### src/hw/sdsr_map.svh
// sdsr_map.svh: offsets, field positions, reset values and codes for the
// signal detect status reporting block.
// assumes: included by bare name from the package and the top module.
`ifndef SDSR_MAP_SVH
`define SDSR_MAP_SVH

// detector layout
`define SDSR_NUM_OUT 6
`define SDSR_CHAN_FIRST 8'h01
`define SDSR_CHAN_LAST 8'h06

// questionable condition bit positions
`define SDSR_QC_INPUT_BIT 9
`define SDSR_QC_OUTPUT_BIT 10

// questionable enable: legal range and the bits that take effect
`define SDSR_QE_MAX 32'h0000_7fff
`define SDSR_QE_NUMERIC_MAX 32'h0000_ffff
`define SDSR_QE_LIVE_BITS 16'h0600
`define SDSR_QE_RESET 16'h0000
`define SDSR_OE_RESET 16'h0000

// error queue
`define SDSR_ERRQ_DEPTH 30

// error codes, 16-bit two's complement
`define SDSR_CODE_BAD_CHAR 16'hff9b
`define SDSR_CODE_SYNTAX 16'hff9a
`define SDSR_CODE_BAD_SEP 16'hff99
`define SDSR_CODE_MISSING_PARAM 16'hff93
`define SDSR_CODE_BAD_HEADER 16'hff8f
`define SDSR_CODE_NUM_OVERFLOW 16'hff85
`define SDSR_CODE_OUT_OF_RANGE 16'hff22
`define SDSR_CODE_QUEUE_OVERFLOW 16'hfea2

// version reply, value arbitrary
`define SDSR_VERSION_DFLT 32'h0000_0001

`endif

### src/hw/sdsr_pkg.sv
// sdsr_pkg: types shared by the status reporting block and its bench.
// assumes: sdsr_map.svh is on the include path.
package sdsr_pkg;
    `include "sdsr_map.svh"

    // decoded commands handed over by the text parser
    typedef enum logic [3:0] {
        SDSR_OP_OUT_DET_Q, SDSR_OP_OPER_COND_Q, SDSR_OP_OPER_EVENT_Q,
        SDSR_OP_OPER_ENAB_SET, SDSR_OP_OPER_ENAB_Q, SDSR_OP_PRESET,
        SDSR_OP_QUES_COND_Q, SDSR_OP_QUES_EVENT_Q, SDSR_OP_QUES_ENAB_SET,
        SDSR_OP_QUES_ENAB_Q, SDSR_OP_ERR_Q, SDSR_OP_VERS_Q,
        SDSR_OP_CLEAR_STATUS
    } sdsr_op_e;

    // error kinds kept in the queue; the code is derived from the kind
    typedef enum logic [3:0] {
        SDSR_ERR_NONE, SDSR_ERR_BAD_CHAR, SDSR_ERR_SYNTAX, SDSR_ERR_BAD_SEP,
        SDSR_ERR_MISSING_PARAM, SDSR_ERR_BAD_HEADER, SDSR_ERR_NUM_OVERFLOW,
        SDSR_ERR_OUT_OF_RANGE, SDSR_ERR_QUEUE_OVERFLOW
    } sdsr_err_e;

    typedef struct packed {
        sdsr_op_e op;
        logic chan_given;
        logic [7:0] chan;
        logic param_given;
        logic [31:0] param;
    } sdsr_cmd_s;

    typedef struct packed {
        logic [31:0] value;
        logic is_error;
        logic [15:0] err_code;
        sdsr_err_e err_kind;
    } sdsr_rsp_s;
endpackage

### src/hw/sdsr_top.sv
// sdsr_top: status reporting for a six-output distribution amplifier.
// assumes: an upstream text parser hands over one decoded command or one
// parse error per cycle on SYS_CLK; detector levels arrive asynchronously.
`timescale 1ns/1ps
`default_nettype none
`include "sdsr_map.svh"

module sdsr_top
    import sdsr_pkg::*;
#(
    parameter int NUM_OUT = `SDSR_NUM_OUT,
    parameter int ERRQ_DEPTH = `SDSR_ERRQ_DEPTH,
    parameter logic [31:0] VERSION = `SDSR_VERSION_DFLT
) (
    // clock and reset
    input wire logic SYS_CLK,
    input wire logic RSTN,
    // detector levels, asynchronous, high means no signal
    input wire logic IN_LOSS,
    input wire logic [NUM_OUT-1:0] OUT_LOSS,
    // decoded commands from the parser
    input wire logic CMD_VALID,
    input wire sdsr_cmd_s CMD,
    // parse errors from the parser
    input wire logic PERR_VALID,
    input wire sdsr_err_e PERR_KIND,
    // high while the cause of the oldest queued error still exists
    input wire logic ERR_COND_HOLD,
    // replies to queries
    output logic RSP_VALID,
    output sdsr_rsp_s RSP,
    // status byte bit 3 summary and queue state
    output logic QUES_SUMMARY,
    output logic ERR_QUEUE_EMPTY,
    output logic [5:0] ERR_COUNT
);

    localparam int PW = $clog2(ERRQ_DEPTH);

    ////////////////////////////////////////////////////////////////////////
    // detector synchronisers

    logic in_meta_r;
    logic in_sync_r;
    logic [NUM_OUT-1:0] out_meta_r;
    logic [NUM_OUT-1:0] out_sync_r;
    logic [NUM_OUT-1:0] out_det;
    logic [15:0] ques_cond;

    // two flops per level; only the second flop feeds logic
    always_ff @(posedge SYS_CLK) begin
        if (!RSTN) begin
            in_meta_r <= 1'b0;
            in_sync_r <= 1'b0;
            out_meta_r <= '0;
            out_sync_r <= '0;
        end else begin
            in_meta_r <= IN_LOSS;
            in_sync_r <= in_meta_r;
            out_meta_r <= OUT_LOSS;
            out_sync_r <= out_meta_r;
        end
    end

    // a dead input starves every output detector, so all report loss
    assign out_det = out_sync_r | {NUM_OUT{in_sync_r}};

    // live condition word, recomputed every cycle, nothing held
    always_comb begin
        ques_cond = 16'h0000;
        ques_cond[`SDSR_QC_OUTPUT_BIT] = |out_det;
        ques_cond[`SDSR_QC_INPUT_BIT] = in_sync_r;
    end

    ////////////////////////////////////////////////////////////////////////
    // command decode

    logic take;
    logic chan_ok;
    logic param_bad;
    logic param_big;
    logic cmd_err;
    sdsr_err_e cmd_err_kind;
    logic ques_set;
    logic oper_set;
    logic preset;
    logic clear_status;
    logic ques_event_read;
    logic err_read;

    assign take = CMD_VALID && !PERR_VALID;
    // a channel outside 1..6 is rejected with a range error
    assign chan_ok = !CMD.chan_given ||
                     (CMD.chan >= `SDSR_CHAN_FIRST &&
                      CMD.chan <= `SDSR_CHAN_LAST);
    assign param_big = CMD.param > `SDSR_QE_NUMERIC_MAX;
    assign param_bad = CMD.param > `SDSR_QE_MAX;

    // error checks per command; a failing command changes no setting and only queues its error
    always_comb begin
        cmd_err = 1'b0;
        cmd_err_kind = SDSR_ERR_NONE;
        case (CMD.op)
            SDSR_OP_OUT_DET_Q: begin
                if (!chan_ok) begin
                    cmd_err = 1'b1;
                    cmd_err_kind = SDSR_ERR_OUT_OF_RANGE;
                end
            end
            SDSR_OP_QUES_ENAB_SET, SDSR_OP_OPER_ENAB_SET: begin
                if (!CMD.param_given) begin
                    cmd_err = 1'b1;
                    cmd_err_kind = SDSR_ERR_MISSING_PARAM;
                end else if (param_big) begin
                    cmd_err = 1'b1;
                    cmd_err_kind = SDSR_ERR_NUM_OVERFLOW;
                end else if (param_bad) begin
                    cmd_err = 1'b1;
                    cmd_err_kind = SDSR_ERR_OUT_OF_RANGE;
                end
            end
            default: begin
                cmd_err = 1'b0;
            end
        endcase
    end

    assign ques_set = take && !cmd_err && CMD.op == SDSR_OP_QUES_ENAB_SET;
    assign oper_set = take && !cmd_err && CMD.op == SDSR_OP_OPER_ENAB_SET;
    assign preset = take && CMD.op == SDSR_OP_PRESET;
    assign clear_status = take && CMD.op == SDSR_OP_CLEAR_STATUS;
    assign ques_event_read = take && CMD.op == SDSR_OP_QUES_EVENT_Q;
    assign err_read = take && CMD.op == SDSR_OP_ERR_Q;

    ////////////////////////////////////////////////////////////////////////
    // enable masks

    logic [15:0] ques_enab_r;
    logic [15:0] oper_enab_r;

    // questionable mask: bit 15 is never stored, range checked above
    always_ff @(posedge SYS_CLK) begin
        if (!RSTN) begin
            ques_enab_r <= `SDSR_QE_RESET;
        end else if (preset) begin
            ques_enab_r <= 16'h0000;
        end else if (ques_set) begin
            ques_enab_r <= {1'b0, CMD.param[14:0]};
        end
    end

    // operation mask: kept for read-back only, steers nothing
    always_ff @(posedge SYS_CLK) begin
        if (!RSTN) begin
            oper_enab_r <= `SDSR_OE_RESET;
        end else if (preset) begin
            oper_enab_r <= 16'h0000;
        end else if (oper_set) begin
            oper_enab_r <= CMD.param[15:0];
        end
    end

    ////////////////////////////////////////////////////////////////////////
    // questionable event register and summary

    logic [15:0] ques_cond_d_r;
    logic [15:0] ques_event_r;
    logic [15:0] ques_rise;

    assign ques_rise = ques_cond & ~ques_cond_d_r;

    // a rise in the clearing cycle survives: set wins over clear
    always_ff @(posedge SYS_CLK) begin
        if (!RSTN) begin
            ques_cond_d_r <= 16'h0000;
            ques_event_r <= 16'h0000;
        end else begin
            ques_cond_d_r <= ques_cond;
            if (ques_event_read || clear_status) begin
                ques_event_r <= ques_rise;
            end else begin
                ques_event_r <= ques_event_r | ques_rise;
            end
        end
    end

    // only bits 10 and 9 can reach the status byte
    always_ff @(posedge SYS_CLK) begin
        if (!RSTN) begin
            QUES_SUMMARY <= 1'b0;
        end else begin
            QUES_SUMMARY <= |(ques_event_r & ques_enab_r &
                              `SDSR_QE_LIVE_BITS);
        end
    end

    ////////////////////////////////////////////////////////////////////////
    // error queue

    sdsr_err_e errq_mem [ERRQ_DEPTH];
    logic [PW-1:0] rd_ptr_r;
    logic [PW-1:0] wr_ptr_r;
    logic [5:0] count_r;
    logic push;
    sdsr_err_e push_kind;
    logic pop;
    logic push_ok;
    logic full;
    logic [PW-1:0] last_ptr;

    // parser errors take priority; the parser never sends both at once
    assign push = PERR_VALID || (take && cmd_err);
    assign push_kind = PERR_VALID ? PERR_KIND : cmd_err_kind;
    assign full = count_r == 6'(ERRQ_DEPTH);
    // a read entry stays while its cause persists
    assign pop = err_read && count_r != 6'h00 && !ERR_COND_HOLD;
    assign push_ok = push && (!full || pop);
    assign last_ptr = (wr_ptr_r == '0) ? PW'(ERRQ_DEPTH - 1)
                                       : wr_ptr_r - PW'(1);

    function automatic logic [PW-1:0] ptr_inc(input logic [PW-1:0] p);
        ptr_inc = (p == PW'(ERRQ_DEPTH - 1)) ? '0 : p + PW'(1);
    endfunction

    // entry storage; a push beyond the depth turns the newest into overflow
    always_ff @(posedge SYS_CLK) begin
        if (push_ok) begin
            errq_mem[wr_ptr_r] <= push_kind;
        end else if (push) begin
            errq_mem[last_ptr] <= SDSR_ERR_QUEUE_OVERFLOW;
        end
    end

    // pointers; preset does not touch them, clear-status empties them
    always_ff @(posedge SYS_CLK) begin
        if (!RSTN || clear_status) begin
            rd_ptr_r <= '0;
            wr_ptr_r <= '0;
            count_r <= 6'h00;
        end else begin
            if (pop) begin
                rd_ptr_r <= ptr_inc(rd_ptr_r);
            end
            if (push_ok) begin
                wr_ptr_r <= ptr_inc(wr_ptr_r);
            end
            count_r <= count_r + 6'(push_ok) - 6'(pop);
        end
    end

    assign ERR_QUEUE_EMPTY = count_r == 6'h00;
    assign ERR_COUNT = count_r;

    function automatic logic [15:0] code_of(input sdsr_err_e k);
        case (k)
            SDSR_ERR_BAD_CHAR: code_of = `SDSR_CODE_BAD_CHAR;
            SDSR_ERR_SYNTAX: code_of = `SDSR_CODE_SYNTAX;
            SDSR_ERR_BAD_SEP: code_of = `SDSR_CODE_BAD_SEP;
            SDSR_ERR_MISSING_PARAM: code_of = `SDSR_CODE_MISSING_PARAM;
            SDSR_ERR_BAD_HEADER: code_of = `SDSR_CODE_BAD_HEADER;
            SDSR_ERR_NUM_OVERFLOW: code_of = `SDSR_CODE_NUM_OVERFLOW;
            SDSR_ERR_OUT_OF_RANGE: code_of = `SDSR_CODE_OUT_OF_RANGE;
            SDSR_ERR_QUEUE_OVERFLOW: code_of = `SDSR_CODE_QUEUE_OVERFLOW;
            default: code_of = 16'h0000;
        endcase
    endfunction

    ////////////////////////////////////////////////////////////////////////
    // replies

    sdsr_rsp_s rsp_nxt;
    logic rsp_valid_nxt;
    sdsr_err_e head_kind;

    // reading an empty queue yields kind none and code 0
    assign head_kind = (count_r == 6'h00) ? SDSR_ERR_NONE
                                          : errq_mem[rd_ptr_r];

    // reply value per query; set commands and failures give no reply
    always_comb begin
        rsp_nxt = '0;
        rsp_valid_nxt = take && !cmd_err;
        case (CMD.op)
            SDSR_OP_OUT_DET_Q: begin
                if (CMD.chan_given) begin
                    rsp_nxt.value = {31'h0,
                        out_det[3'(CMD.chan - 8'h01)]};
                end else begin
                    rsp_nxt.value = 32'(out_det);
                end
            end
            SDSR_OP_OPER_COND_Q: rsp_nxt.value = 32'h0;
            SDSR_OP_OPER_EVENT_Q: rsp_nxt.value = 32'h0;
            SDSR_OP_OPER_ENAB_Q: rsp_nxt.value = 32'(oper_enab_r);
            SDSR_OP_QUES_COND_Q: rsp_nxt.value = 32'(ques_cond);
            SDSR_OP_QUES_EVENT_Q: rsp_nxt.value = 32'(ques_event_r);
            SDSR_OP_QUES_ENAB_Q: rsp_nxt.value = 32'(ques_enab_r);
            SDSR_OP_VERS_Q: rsp_nxt.value = VERSION;
            SDSR_OP_ERR_Q: begin
                rsp_nxt.is_error = 1'b1;
                rsp_nxt.err_code = code_of(head_kind);
                rsp_nxt.err_kind = head_kind;
                rsp_nxt.value = {{16{rsp_nxt.err_code[15]}}, rsp_nxt.err_code};
            end
            default: begin
                rsp_valid_nxt = 1'b0;
            end
        endcase
    end

    // reply stands one cycle behind the command, as a one-cycle pulse
    always_ff @(posedge SYS_CLK) begin
        if (!RSTN) begin
            RSP_VALID <= 1'b0;
            RSP <= '0;
        end else begin
            RSP_VALID <= rsp_valid_nxt;
            if (rsp_valid_nxt) begin
                RSP <= rsp_nxt;
            end
        end
    end

endmodule
`default_nettype wire

### config.mk
export PLATFORM = sky130hd
export DESIGN_NAME = sdsr_top
export DESIGN_NICKNAME = d
export VERILOG_FILES = /design/src/hw/sdsr_pkg.sv /design/src/hw/sdsr_top.sv
export VERILOG_INCLUDE_DIRS = /design/src /design/src/hw
export SDC_FILE = /design/constraint.sdc
export NUM_CORES = 1
export LEC_CHECK = 0
export BUFFER_PORTS_ARGS = -buffer_cell sky130_fd_sc_hd__clkbuf_2
export CORE_MARGIN = 3
export CORE_UTILIZATION = 23
export DETAILED_ROUTE_END_ITERATION = 12
export HOLD_SLACK_MARGIN = 0.03
export PLACE_DENSITY_LB_ADDON = 0.3
export REMOVE_ABC_BUFFERS = 1
export SYNTH_ARGS = -nofsm -noshare
export SYNTH_HDL_FRONTEND = slang
export SYNTH_SLANG_ARGS = --single-unit
### constraint.sdc
create_clock -name SYS_CLK -period 4.3 [get_ports SYS_CLK]
set_input_delay 0.215 -clock SYS_CLK [delete_from_list [all_inputs] [get_ports SYS_CLK]]
set_output_delay 0.215 -clock SYS_CLK [all_outputs]
set_load 0.01 [all_outputs]
==> results.yml <==
pwr:
  switching_share_pct: 23.59
  peakVddDrop_v: 0.0003039
  p_leak_nw: 4.630
  power.total_mw: 5.180
  p_seq_share_pct: 44.8
  p_sw_mw: 1.222
  power_density_nw_per_um2: 419.8
  pwr-share-clk_pct: 44.0
  internal_power_mw: 3.958
  p_comb_share_pct: 11.2
route:
  vias: 6914
  routedWlPerCell_um: 17.11
  drt_wl_total_um: 26660
  drtIter0Drc: 511
  via_per_inst: 4.438
  drc: 0
  first_pass_iters: 5
  ant_nets: 0
global_routing:
  grt_pass1_vias: 6923
  grt_overflow: 0
  gr-usage-all-layers_pct: 11.03
  grt_pass1_wl_um: 40820
  antenna_found_initial: 0
  grt_max_degree: 32
cts:
  htree_levels: 1
  numCtsBuffers: 25
  cts_tree: "done"
  cts.sinks: 223
  cts-root-buf: "clkbuf_16"
  clock_latency_ns: 0.51
  cts_buffer_depth: 3
  clk_pin_slew_ns: 0.06
layout:
  drive_gt1_share_pct: 23.33
  n_antenna_cell: 0
  area_growth_pct: 21.11
  finalNonFillerCells: 1558
  fin_nets: 1040
min_path:
  min_path_cells: 6
  worstHoldPathType: "in2reg"
  worstHoldStart: "ERR_COND_HOLD"
  min_to: "rd_ptr_r[1]"
floorplan:
  core_um2: 43460
  rows: 76
  dieArea_um2: 46860
  die_w_um: 216.5
  pin_count: 124
  chipHeight_um: 216.5
  initial_utilization_pct: 23.45
placement:
  portBuffers: 122
  pre_cts_slack_ns: 0.6861
  dp.cells: 1491
  hpwl_um: 19010
  gp_congestion: 0.7742
logic_synthesis:
  synth_edf_count: 120
  synthesis.area_um2: 10190
  async_flop_share_pct: 0
  yosysTopAreaCell: "edfxtp_1"
  synth-seq-area-share_pct: 55.61
  yosys_most_used_dff: "edfxtp_1"
  synth_area_leaders: "edfxtp_1, dfxtp_1, mux4_2"
  yosysUniqueCellTypes: 83
  ys_ff_latch: 223
  syn_inst: 839
  yosysWarningCount: 0
  synth_top_area_share_pct: 35.37
  synth.avg_cell_area_um2: 12.14
worst_setup_path:
  ff2ff_setup_slack_ns: 0.75
  cp-end-kind: "flop"
  cp_data_required_time_ns: 4.74
  critPathMaxStageDelay_ns: 0.92
  r2r_cells: 13
  cp_cell_sequence: "buf_4 -> buf_4 -> mux2i_1 -> nand2_1 -> o21ai_0 -> and3_1 -> nor4_1 -> inv_1 -> ha_1 -> o211a_1 -> o32ai_4 -> o21ai_1 -> a21oi_1"
  start_kind: "flop"
  worstSetupPathType: "reg2reg"
  crit_path_frequent_cell: "buf_4"
  worst_path_max_delay_cell: "nor4_1"
  path_max_fanout: 22
  cp_data_arrival_time_ns: 4.00
  reg2reg_to: "RSP[31]"
timing:
  fmax_mhz: 281.3
  tightest_slew_ns: 1.115
  hold_viol: 0
  worst_hold_slack_ns: 0.2641
  final.min_clock_period_ns: 3.555
  period_share_pct: 82.67
  rsz0062_at_grt: "false"
  drv_slew: 0
  setup_viol: 0
  tns_ns: 0
  fin_ws_ns: 0.7452
  relSlewSlack_pct: 25.00
  finClkSkew_ns: 0.01077
flow_run:
  cap_violations: 0
run_status:
  status: "finished clean"
==> cell usage in the layout (no fill, tap or decap), types with 6 or more instances in the layout <==
cell	count
and2_1	18
mux4_2	19
nand3_1	20
nor3_1	11
bufinv_16	6
mux4_1	11
nand2b_1	6
o21ai_1	9
o21ai_0	22
nand2_1	38
dfxtp_1	103
a22oi_1	15
mux2i_1	39
mux2_2	6
clkbuf_16	25
clkbuf_2	122
nor4_1	12
edfxtp_1	120
a311oi_1	10
a32oi_1	7
inv_1	28
nor2b_1	8
nor2_1	102
a22o_1	6
ha_1	22
a21oi_1	35
buf_4	14
dlygate4sd3_1	22
==> per-stage QoR <==
stage               cell area, um2  utilization, %
CTS                          12340           28.39
global placement             11240           25.86
finish                       12340           28.39
detailed placement           11240           25.86
global route                 12340           28.39
floorplan                     9742               -
==> state kept, by name, indices dropped and copies added, names as in the netlist, 2 cells and up, named ones only <==
register       flops
errq_mem         120
RSP               31
oper_enab_r       16
ques_enab_r       15
ERR_COUNT          6
out_meta_r         6
out_sync_r         6
rd_ptr_r           5
wr_ptr_r           5
ques_cond_d_r      2
ques_event_r       2
==> Yosys cell counts, types with 8 or more instances <==
cell	n
edfxtp_1	120
dfxtp_1	103
nor2_1	102
mux2i_1	39
nand2_1	38
a21oi_1	35
inv_1	28
buf_4	26
clkbuf_1	24
o21ai_0	23
ha_1	22
nand3_1	20
mux4_2	19
and2_1	18
a22oi_1	15
buf_2	12
nor4_1	12
mux4_1	11
nor3_1	11
a311oi_1	10
nor2b_1	8
o21ai_1	8
==> cell families (layout without fill, tap and decap cells) <==
kind of cell               Yosys count  count (layout)  share of synthesized area, %
buffers and inverters              100             234                         5.489
xor gates and xnor gates            10              10                        0.8596
muxes                               75              75                         11.53
other                                1               1                       0.03681
and+or+nand+nor                    254             254                         12.54
DFF                                223             223                         55.61
AOI/OAI and AO/OA                  153             153                         11.04
adders and majority gates           23              23                         2.898
==> final cells by class <==
| cell class | count | area, um2 |
|---|---|---|
| tap | 585 | 732.0 |
| clock inverter | 15 | 229.0 |
| sequential | 223 | 5665 |
| fill | 4497 | 31120 |
| clock buffer | 30 | 654.4 |
| multi-input combinational | 516 | 3990 |
| inverter | 30 | 112.6 |
| timing repair buffer | 159 | 955.9 |
==> critical path, delay by kind of cell (launching register included) <==
family | cells | cell delay, ns
compound gates | 5 | 0.89
fa+ha+maj | 1 | 0.28
buf+inv | 3 | 0.73
flops | 1 | 0.31
mux | 1 | 0.08
simple gates | 3 | 1.18
==> worst max path at each step <==
| stage | slack, ns | cells past startpoint | endpoint |
|---|---|---|---|
| 2_1_floorplan | 0.81 | 9 | errq_mem[0][0] |
| 3_3_place_gp | 0.69 | 16 | ERR_COUNT[4] |
| 3_5_place_dp | 0.69 | 16 | ERR_COUNT[4] |
| 4_1_cts | 0.70 | 13 | RSP[31] |
| 5_1_grt | 0.37 | 13 | RSP[33] |
| 6_report | 0.75 | 13 | RSP[31] |
==> power groups by stage <==
stage | sequential [mW] | combinational, mW | clock, mW
after global placement | 2.36 | 0.567 | 0
after floorplan | 2.37 | 0.350 | 0
after global routing | 2.32 | 0.641 | 2.43
final | 2.32 | 0.581 | 2.28
after CTS | 2.32 | 0.585 | 2.34
after detailed placement | 2.36 | 0.565 | 0
==> metal layers <==
metal	global-route usage (%)	vias to the layer above	routed length [um]
met4	2.014	0	309
met1	14.33	3397	12110
met2	19.60	151	13280
li1	-	3344	-
met3	1.739	22	961
met5	0	-	0
==> timing repair <==
item | in CTS | in global routing
hold buffers | 22 | 0
resized for setup | 0 | 0
hold endpoints to repair | 37 | 0
endpoints found under the setup margin | 0 | 0
setup buffers | 0 | 0
Power figures use the tool's default switching activity.
